<file path="config.mk">
export PLATFORM = sky130hd
export DESIGN_NAME = csl_status_led
export DESIGN_NICKNAME = d
export VERILOG_FILES = /design/src/csl_pkg.sv /design/src/csl_pin_mux.sv /design/src/csl_status_led.sv
export VERILOG_INCLUDE_DIRS = /design/src
export SDC_FILE = /design/constraint.sdc
export NUM_CORES = 1
export LEC_CHECK = 0
export BUFFER_PORTS_ARGS = -buffer_cell sky130_fd_sc_hd__buf_2
export CORE_UTILIZATION = 46
export DETAILED_ROUTE_END_ITERATION = 6
export PLACE_DENSITY = 0.75
export SLEW_MARGIN = 20
export SYNTH_ARGS = -nofsm -noshare
export SYNTH_HDL_FRONTEND = slang
export SYNTH_HIERARCHICAL = 1
export SYNTH_SLANG_ARGS = --single-unit
</file>
<file path="constraint.sdc">
create_clock -name aclk -period 1.6 [get_ports aclk]
set_clock_uncertainty 0.2 [all_clocks]
set_input_delay 0.48 -clock aclk [delete_from_list [all_inputs] [get_ports aclk]]
set_output_delay 0.48 -clock aclk [all_outputs]
set_load 0.02 [all_outputs]
</file>
<file path="src/csl_regs.svh">
// register offsets, bit positions and reset values of the channel status and led block
`ifndef CSL_REGS_SVH
`define CSL_REGS_SVH
`define CSL_IDX_CHAN_B_STAT 8'h0D
`define CSL_IDX_LED_CTRL 8'h0E
`define CSL_BIT_SOFT_RESET 7
`define CSL_BIT_FRAMER_EN 6
`define CSL_BIT_OC_LAT 5
`define CSL_BIT_UV_LAT 4
`define CSL_BIT_DF_LAT 3
`define CSL_BIT_OC_LIVE 2
`define CSL_BIT_UV_LIVE 1
`define CSL_BIT_DF_LIVE 0
`define CSL_BIT_B_LED2 7
`define CSL_BIT_B_ERR_SEL 6
`define CSL_BIT_B_LED1 5
`define CSL_BIT_B_RDY_SEL 4
`define CSL_BIT_A_LED2 3
`define CSL_BIT_A_ERR_SEL 2
`define CSL_BIT_A_LED1 1
`define CSL_BIT_A_RDY_SEL 0
`define CSL_RST_LED_CTRL 8'h00
`define CSL_RST_CHAN_B 2'h0
`endif

</file>
<file path="src/csl_pkg.sv">
// types of the channel status and led block
package csl_pkg;
    typedef enum logic [2:0] {
        CSL_WR_IDLE = 3'b001,
        CSL_WR_RESP = 3'b010,
        CSL_WR_HOLD = 3'b100
    } csl_wr_state_t;
    typedef struct packed {
        logic soft_reset;
        logic framer_enable;
        logic oc_lat;
        logic uv_lat;
        logic df_lat;
    } csl_chan_b_t;
    typedef struct packed {
        logic prev_oc;
        logic prev_uv;
        logic prev_df;
    } csl_edge_t;
endpackage

</file>
<file path="src/csl_pin_mux.sv">
// one dual-function led / status indicator pin
`timescale 1ns/1ns
module csl_pin_mux (
    input wire logic aclk,
    input wire logic aresetn,
    input wire logic pin_select,
    input wire logic led_on,
    input wire logic status_flag,
    output logic pin_out
);
    typedef struct packed {
        logic pin;
    } csl_pin_state_t;
    csl_pin_state_t state_reg;
    csl_pin_state_t state_next;
    always_comb begin
        state_next = state_reg;
        // status flag passes unmasked when selected
        state_next.pin = pin_select ? status_flag : led_on;
    end
    always_ff @(posedge aclk) begin
        if (!aresetn) begin
            state_reg <= '0;
        end else begin
            state_reg <= state_next;
        end
    end
    assign pin_out = state_reg.pin;
endmodule // csl_pin_mux

</file>
<file path="src/csl_status_led.sv">
// channel b status/control and led pin function registers over axi4-lite
//
// Behaviour
// soft reset clears channel b register bits and both channel b queues
// soft reset bit clears itself after reset completes, reads zero
// framer enable turns on internal serial unit, handler and queues
// software clears framer enable to use an external serial unit
// latched overcurrent sets on rising live flag, clears on read
// latched undervoltage sets on rising live flag, clears on read
// latched driver fault sets on rising live flag, clears on read
// any latched flag raises the shared status interrupt
// live overcurrent flag follows the supply current limiter
// live undervoltage flag follows the power-good detector
// live driver fault flag follows the line driver fault detector
// channel b second led bit drives error pin when select is zero
// channel b error pin shows receive error when select is one
// channel b error pin ignores the receive error interrupt mask
// channel b first led bit drives ready pin when select is zero
// channel b ready pin shows data ready when select is one
// channel a second led bit drives error pin when select is zero
// channel a error pin shows receive error when select is one
// channel a first led bit drives ready pin when select is zero
// channel a ready pin shows data ready when select is one
// each pin is a mux of status flag and led bit
// a set coinciding with a clearing read wins
`timescale 1ns/1ns
`include "csl_regs.svh"
module csl_status_led #(
    parameter int ADDR_WIDTH = 8
) (
    input wire logic aclk,
    input wire logic aresetn,
    input wire logic [ADDR_WIDTH-1:0] s_axi_awaddr,
    input wire logic s_axi_awvalid,
    output logic s_axi_awready,
    input wire logic [31:0] s_axi_wdata,
    input wire logic [3:0] s_axi_wstrb,
    input wire logic s_axi_wvalid,
    output logic s_axi_wready,
    output logic [1:0] s_axi_bresp,
    output logic s_axi_bvalid,
    input wire logic s_axi_bready,
    input wire logic [ADDR_WIDTH-1:0] s_axi_araddr,
    input wire logic s_axi_arvalid,
    output logic s_axi_arready,
    output logic [31:0] s_axi_rdata,
    output logic [1:0] s_axi_rresp,
    output logic s_axi_rvalid,
    input wire logic s_axi_rready,
    input wire logic chan_b_supply_overcurrent_live,
    input wire logic chan_b_supply_undervoltage_live,
    input wire logic chan_b_line_driver_fault_live,
    input wire logic chan_b_receive_error_flag,
    input wire logic chan_b_receive_data_ready_flag,
    input wire logic chan_a_receive_error_flag,
    input wire logic chan_a_receive_data_ready_flag,
    output logic chan_b_frame_handler_enable,
    output logic chan_b_soft_reset,
    output logic shared_status_interrupt,
    output logic chan_a_error_led_pin,
    output logic chan_a_ready_led_pin,
    output logic chan_b_error_led_pin,
    output logic chan_b_ready_led_pin
);
    // ==========================================================
    // state
    typedef struct packed {
        csl_pkg::csl_wr_state_t wr_state;
        logic [ADDR_WIDTH-1:0] aw_addr;
        logic aw_have;
        logic [7:0] w_data;
        logic w_lane0;
        logic w_have;
        logic bvalid;
        logic [1:0] bresp;
        logic rvalid;
        logic [31:0] rdata;
        logic [1:0] rresp;
        csl_pkg::csl_chan_b_t chan_b;
        csl_pkg::csl_edge_t edge_hist;
        logic [7:0] led_ctrl;
    } csl_state_t;
    csl_state_t state_reg;
    csl_state_t state_next;
    localparam logic [ADDR_WIDTH-1:0] ADDR_CHAN_B = ADDR_WIDTH'({`CSL_IDX_CHAN_B_STAT, 2'b00});
    localparam logic [ADDR_WIDTH-1:0] ADDR_LED = ADDR_WIDTH'({`CSL_IDX_LED_CTRL, 2'b00});
    localparam logic [1:0] RESP_OKAY = 2'h0;
    localparam logic [1:0] RESP_SLVERR = 2'h2;
    logic oc_rise;
    logic uv_rise;
    logic df_rise;
    logic rd_fire;
    logic rd_clears;
    logic wr_fire;
    logic [7:0] chan_b_view;
    // ==========================================================
    // live flag edges and register view
    always_comb begin
        // live flags come straight from the analog detectors
        oc_rise = chan_b_supply_overcurrent_live && !state_reg.edge_hist.prev_oc;
        uv_rise = chan_b_supply_undervoltage_live && !state_reg.edge_hist.prev_uv;
        df_rise = chan_b_line_driver_fault_live && !state_reg.edge_hist.prev_df;
        chan_b_view = 8'h00;
        chan_b_view[`CSL_BIT_SOFT_RESET] = state_reg.chan_b.soft_reset;
        chan_b_view[`CSL_BIT_FRAMER_EN] = state_reg.chan_b.framer_enable;
        chan_b_view[`CSL_BIT_OC_LAT] = state_reg.chan_b.oc_lat;
        chan_b_view[`CSL_BIT_UV_LAT] = state_reg.chan_b.uv_lat;
        chan_b_view[`CSL_BIT_DF_LAT] = state_reg.chan_b.df_lat;
        chan_b_view[`CSL_BIT_OC_LIVE] = chan_b_supply_overcurrent_live;
        chan_b_view[`CSL_BIT_UV_LIVE] = chan_b_supply_undervoltage_live;
        chan_b_view[`CSL_BIT_DF_LIVE] = chan_b_line_driver_fault_live;
        rd_fire = s_axi_arvalid && !state_reg.rvalid;
        rd_clears = rd_fire && (s_axi_araddr == ADDR_CHAN_B);
        wr_fire = state_reg.aw_have && state_reg.w_have && !state_reg.bvalid;
    end
    // ==========================================================
    // next state
    always_comb begin
        state_next = state_reg;
        state_next.edge_hist.prev_oc = chan_b_supply_overcurrent_live;
        state_next.edge_hist.prev_uv = chan_b_supply_undervoltage_live;
        state_next.edge_hist.prev_df = chan_b_line_driver_fault_live;
        // soft reset done: drop the bit and clear the other channel b bits in the same step
        if (state_reg.chan_b.soft_reset) begin
            state_next.chan_b = '0;
            state_next.chan_b.soft_reset = 1'b0;
        end
        // clear on read, then set so a coinciding event wins
        if (rd_clears) begin
            state_next.chan_b.oc_lat = 1'b0;
            state_next.chan_b.uv_lat = 1'b0;
            state_next.chan_b.df_lat = 1'b0;
        end
        if (oc_rise) begin
            state_next.chan_b.oc_lat = 1'b1;
        end
        if (uv_rise) begin
            state_next.chan_b.uv_lat = 1'b1;
        end
        if (df_rise) begin
            state_next.chan_b.df_lat = 1'b1;
        end
        // write address and data, either order
        if (s_axi_awvalid && !state_reg.aw_have) begin
            state_next.aw_have = 1'b1;
            state_next.aw_addr = s_axi_awaddr;
        end
        if (s_axi_wvalid && !state_reg.w_have) begin
            state_next.w_have = 1'b1;
            state_next.w_data = s_axi_wdata[7:0];
            state_next.w_lane0 = s_axi_wstrb[0];
        end
        unique case (state_reg.wr_state)
            csl_pkg::CSL_WR_IDLE: begin
                if (wr_fire) begin
                    state_next.aw_have = 1'b0;
                    state_next.w_have = 1'b0;
                    state_next.bvalid = 1'b1;
                    state_next.bresp = RESP_OKAY;
                    state_next.wr_state = csl_pkg::CSL_WR_RESP;
                    if (state_reg.aw_addr == ADDR_CHAN_B) begin
                        if (state_reg.w_lane0) begin
                            // software hands the line to an external unit by clearing this
                            state_next.chan_b.framer_enable =
                                state_reg.w_data[`CSL_BIT_FRAMER_EN];
                            state_next.chan_b.soft_reset =
                                state_reg.w_data[`CSL_BIT_SOFT_RESET];
                        end
                    end else if (state_reg.aw_addr == ADDR_LED) begin
                        if (state_reg.w_lane0) begin
                            state_next.led_ctrl = state_reg.w_data;
                        end
                    end else begin
                        state_next.bresp = RESP_SLVERR;
                    end
                end
            end
            csl_pkg::CSL_WR_RESP: begin
                if (s_axi_bready) begin
                    state_next.bvalid = 1'b0;
                    state_next.wr_state = csl_pkg::CSL_WR_HOLD;
                end
            end
            csl_pkg::CSL_WR_HOLD: begin
                state_next.wr_state = csl_pkg::CSL_WR_IDLE;
            end
            default: begin
                state_next.wr_state = csl_pkg::CSL_WR_IDLE;
            end
        endcase
        // read channel
        if (state_reg.rvalid && s_axi_rready) begin
            state_next.rvalid = 1'b0;
        end
        if (rd_fire) begin
            state_next.rvalid = 1'b1;
            state_next.rresp = RESP_OKAY;
            state_next.rdata = 32'h0000_0000;
            if (s_axi_araddr == ADDR_CHAN_B) begin
                state_next.rdata = {24'h000000, chan_b_view};
            end else if (s_axi_araddr == ADDR_LED) begin
                state_next.rdata = {24'h000000, state_reg.led_ctrl};
            end else begin
                state_next.rresp = RESP_SLVERR;
            end
        end
    end
    // ==========================================================
    // registers
    always_ff @(posedge aclk) begin
        if (!aresetn) begin
            state_reg <= '0;
            state_reg.wr_state <= csl_pkg::CSL_WR_IDLE;
            state_reg.chan_b <= '0;
            state_reg.led_ctrl <= `CSL_RST_LED_CTRL;
        end else begin
            state_reg <= state_next;
        end
    end
    // ==========================================================
    // outputs
    assign s_axi_awready = !state_reg.aw_have;
    assign s_axi_wready = !state_reg.w_have;
    assign s_axi_bvalid = state_reg.bvalid;
    assign s_axi_bresp = state_reg.bresp;
    assign s_axi_arready = !state_reg.rvalid;
    assign s_axi_rvalid = state_reg.rvalid;
    assign s_axi_rdata = state_reg.rdata;
    assign s_axi_rresp = state_reg.rresp;
    assign chan_b_frame_handler_enable = state_reg.chan_b.framer_enable;
    assign chan_b_soft_reset = state_reg.chan_b.soft_reset;
    assign shared_status_interrupt = state_reg.chan_b.oc_lat | state_reg.chan_b.uv_lat
        | state_reg.chan_b.df_lat;
    // ==========================================================
    // led / indicator pins
    csl_pin_mux u_b_err (
        .aclk(aclk),
        .aresetn(aresetn),
        .pin_select(state_reg.led_ctrl[`CSL_BIT_B_ERR_SEL]),
        .led_on(state_reg.led_ctrl[`CSL_BIT_B_LED2]),
        .status_flag(chan_b_receive_error_flag),
        .pin_out(chan_b_error_led_pin)
    );
    csl_pin_mux u_b_rdy (
        .aclk(aclk),
        .aresetn(aresetn),
        .pin_select(state_reg.led_ctrl[`CSL_BIT_B_RDY_SEL]),
        .led_on(state_reg.led_ctrl[`CSL_BIT_B_LED1]),
        .status_flag(chan_b_receive_data_ready_flag),
        .pin_out(chan_b_ready_led_pin)
    );
    csl_pin_mux u_a_err (
        .aclk(aclk),
        .aresetn(aresetn),
        .pin_select(state_reg.led_ctrl[`CSL_BIT_A_ERR_SEL]),
        .led_on(state_reg.led_ctrl[`CSL_BIT_A_LED2]),
        .status_flag(chan_a_receive_error_flag),
        .pin_out(chan_a_error_led_pin)
    );
    csl_pin_mux u_a_rdy (
        .aclk(aclk),
        .aresetn(aresetn),
        .pin_select(state_reg.led_ctrl[`CSL_BIT_A_RDY_SEL]),
        .led_on(state_reg.led_ctrl[`CSL_BIT_A_LED1]),
        .status_flag(chan_a_receive_data_ready_flag),
        .pin_out(chan_a_ready_led_pin)
    );
endmodule // csl_status_led

</file>
==> summary.txt <==
Synth
  – Top-count cell post-synth: dfxtp_1
  – Synthesized area per cell: 9.18 sq um
  – Asr flop ratio synth: 0%
  – Post-synth top cells: 54 x dfxtp_1, 37 x buf_4, 36 x nand2_1
  – FF+latch count, synth: 54
  – Main synth FF type: dfxtp_1
  – Yosys top cell by area: dfxtp_1
  – Cells after Synth: about 260
  – Sequential-to-total area share from yosys stat: between 40% and 50%
  – Synth top area cells: dfxtp_1 45%, buf_4 12%, mux2i_1 8.7%, nand2_1 5.6%, a21oi_1 2.7%
  – Synth warn: 6
  – Number of synthesized flops with an enable pin: 0
  – Distinct cells, synth: 34
  – Netlist area before placement: ~0.0024 sq mm
  – Synth top area share: ~45%

Pwr
  – Power, Total: between 2 and 3 mW
  – P_leak: roughly 1.3 nW
  – Peak supply drop: 0.530 mV
  – Power density cells: around 900 mW/mm^2

Route
  – Via count: ~1900
  – Drt pass-1 iters: 4
  – Routed WL: 4810 um
  – DRC Markers: 0
  – Avg WL per Cell: between 10 and 15 um
  – Initial DRC Count: between 60 and 70
  – Antenna Violating Nets Remaining: 0
  – Vias per std cell: between 4 and 5

Min path
  – Min-delay worst type: primary input to register

Timing
  – Slew margin rel.: between 60% and 70%
  – Slew Limit Fails: 0
  – Min Tclk post-route: approximately 1600 ps
  – Setup violators final: 0
  – Max Freq: about 630 MHz
  – Tcrit/Tclk final: ~100%
  – Worst-Margin Slew: between 500 and 600 ps
  – Final hold violation count: 0
  – RSZ-0062 raised after global routing: yes

Floorplan
  – Initial core utilization: between 40 and 50%
  – Chip width: approximately 74 um
  – Io pins: about 110
  – Die height: roughly 74 um
  – Core area: 0.00488 sq mm
  – Die footprint: approximately 0.0055 sq mm
  – Row count: 25

Global routing
  – Largest net degree at the start of global routing: 26
  – First-pass GRT wire length: ~7600 um
  – GRT Overall Usage: 18.4%
  – Initial antenna violation count: 0
  – Vias in the first global route: about 1600
  – Grt ovf: 0

Critical path
  – Reg2reg start: state_reg[54]$_SDFF_PN0_
  – Worst Setup End Kind: primary output
  – Crit path capture: shared_status_interrupt
  – Critical path required time: around 920 ps
  – FF-to-FF End: state_reg[7]$_SDFFE_PN0P_
  – Crit. Startpoint: chan_b_view[4]$_SDFFE_PN0P_
  – Largest fanout on the critical path: 2
  – R2R depth: 5
  – Worst reg-to-reg setup slack: ~80 ps
  – CP Class: register to primary output
  – Setup crit start kind: register
  – Critical Path AT: between 900 and 1000 ps

Layout
  – Area Overhead vs Synth: 20.9%
  – Antenna Cells: 0
  – FILL cells: roughly 450
  – Nets@finish: ~400
  – Finished Core Util: between 50% and 60%
  – Fin area: approximately 0.0029 sq mm
  – Fraction of layout cells with a size suffix above 1: approximately 34%
  – Max reg flops: 33

Place
  – Gp weighted congestion: between 0.8 and 0.9
  – Placed cell areas: between 0.002 and 0.003 sq mm
  – PortBufs: 60
  – Post-DP HPWL: around 3600 um

Status
  – Status: finished, final reports clean

Run
  – Maxcap violations: 0

Clock network
  – Worst-Skew Late Latency: around 300 ps
  – Root buffer cell: clkbuf_8
  – Clk sink count: 54
  – Clk slew on worst S/H paths: roughly 100 ps
  – CTS tree: built
  – H-tree Lvls: 2
  – CTS Buf Count: 5
  – Clock Path Buffers: 2
-- cell families after synthesis --
family / after synthesis / synth area share [%]
AO/OA/AOI/OAI: 30 / 8.74
XOR/XNOR: 2 / 0.729
buffers and inverters: 60 / 15.2
flip-flops: 54 / 45.0
multiplexers: 21 / 8.74
other: 1 / 0.156
AND/OR/NAND/NOR: 94 / 21.4
-- cell type report --
type	count	area, sq um	share of cell area [%]
Clock buffer	6	82.6	2.84
Clock inverter	2	17.5	0.603
Inverter	14	52.6	1.81
Multi-Input combinational cell	173	1070	36.9
Sequential cell	54	1090	37.6
Tap cell	67	83.8	2.88
Timing Repair Buffer	82	504	17.3
-- per-layer routing --
layer  wire, um  vias to the layer above  share of wire [%]  GRT usage, %
met2       2320                       61                 48          30.1
met5          0                        -                  0             0
met3        246                        9                5.1          4.20
li1           -                      966                  -             -
met1       2160                      874                 45          24.2
met4         74                        0                1.5          6.08
-- report_power, final --
part	internal [mW]	leakage, nW	switching (mW)
Clock	0.357	0.0514	0.440
Combinational	0.160	0.799	0.216
Sequential	1.40	0.444	0.0315
Total	1.91	1.29	0.687
-- through the flow --
stage                     setup TNS [ps]  instances  hold WS, ps  worst slack [ps]
after global routing               -57.1        398          200             -43.0
after floorplan                        0        287          232              39.1
after global placement             -1270        385          243              -170
after CTS                         -0.421        395          198            -0.421
final                                  0        398          207              1.29
after detailed placement           -1970        385          246              -238
-- what timing repair did --
item,CTS,global route
resized for setup,19,8
setup buffers,2,3
hold buffers,0,0
pin swaps,1,3
endpoints found under the setup margin,7,14
-- worst min path at each step --
stage	start	to	cells past startpoint
finish	s_axi_wdata[4]	state_reg[60]$_SDFFE_PN0P_	3
global route	s_axi_wdata[0]	state_reg[56]$_SDFFE_PN0P_	3
CTS	s_axi_wstrb[0]	state_reg[55]$_SDFFE_PN0P_	3
detailed placement	state_reg[55]$_SDFFE_PN0P_	state_reg[55]$_SDFFE_PN0P_	2
global placement	state_reg[55]$_SDFFE_PN0P_	state_reg[55]$_SDFFE_PN0P_	2
floorplan	state_reg[55]$_SDFFE_PN0P_	state_reg[55]$_SDFFE_PN0P_	2
-- worst max-delay path, stage by stage (launching register included) --
cell	delay (ps)
dfxtp_2	340
inv_2	60
nand3_2	80
buf_6	130
-- placed cells by master (no fill, tap or decap), types with 2 or more instances in the layout --
| master | instances |
|---|---|
| a311oi_1 | 2 |
| and3b_1 | 4 |
| inv_1 | 9 |
| buf_2 | 57 |
| conb_1 | 26 |
| nor2b_1 | 9 |
| dfxtp_2 | 10 |
| buf_6 | 5 |
| clkbuf_8 | 6 |
| nand3_1 | 8 |
| xor2_1 | 2 |
| nor4b_1 | 2 |
| buf_4 | 19 |
| nand4_1 | 3 |
| nor2_1 | 15 |
| a21oi_1 | 13 |
| a22o_1 | 3 |
| nand2b_1 | 2 |
| clkinv_4 | 2 |
| nand4b_1 | 2 |
| o221ai_1 | 7 |
| nor4b_4 | 2 |
| dfxtp_1 | 44 |
| mux2i_1 | 21 |
| nand2_1 | 36 |
| nor3_1 | 4 |
| inv_2 | 5 |
Power figures use the tool's default switching activity.
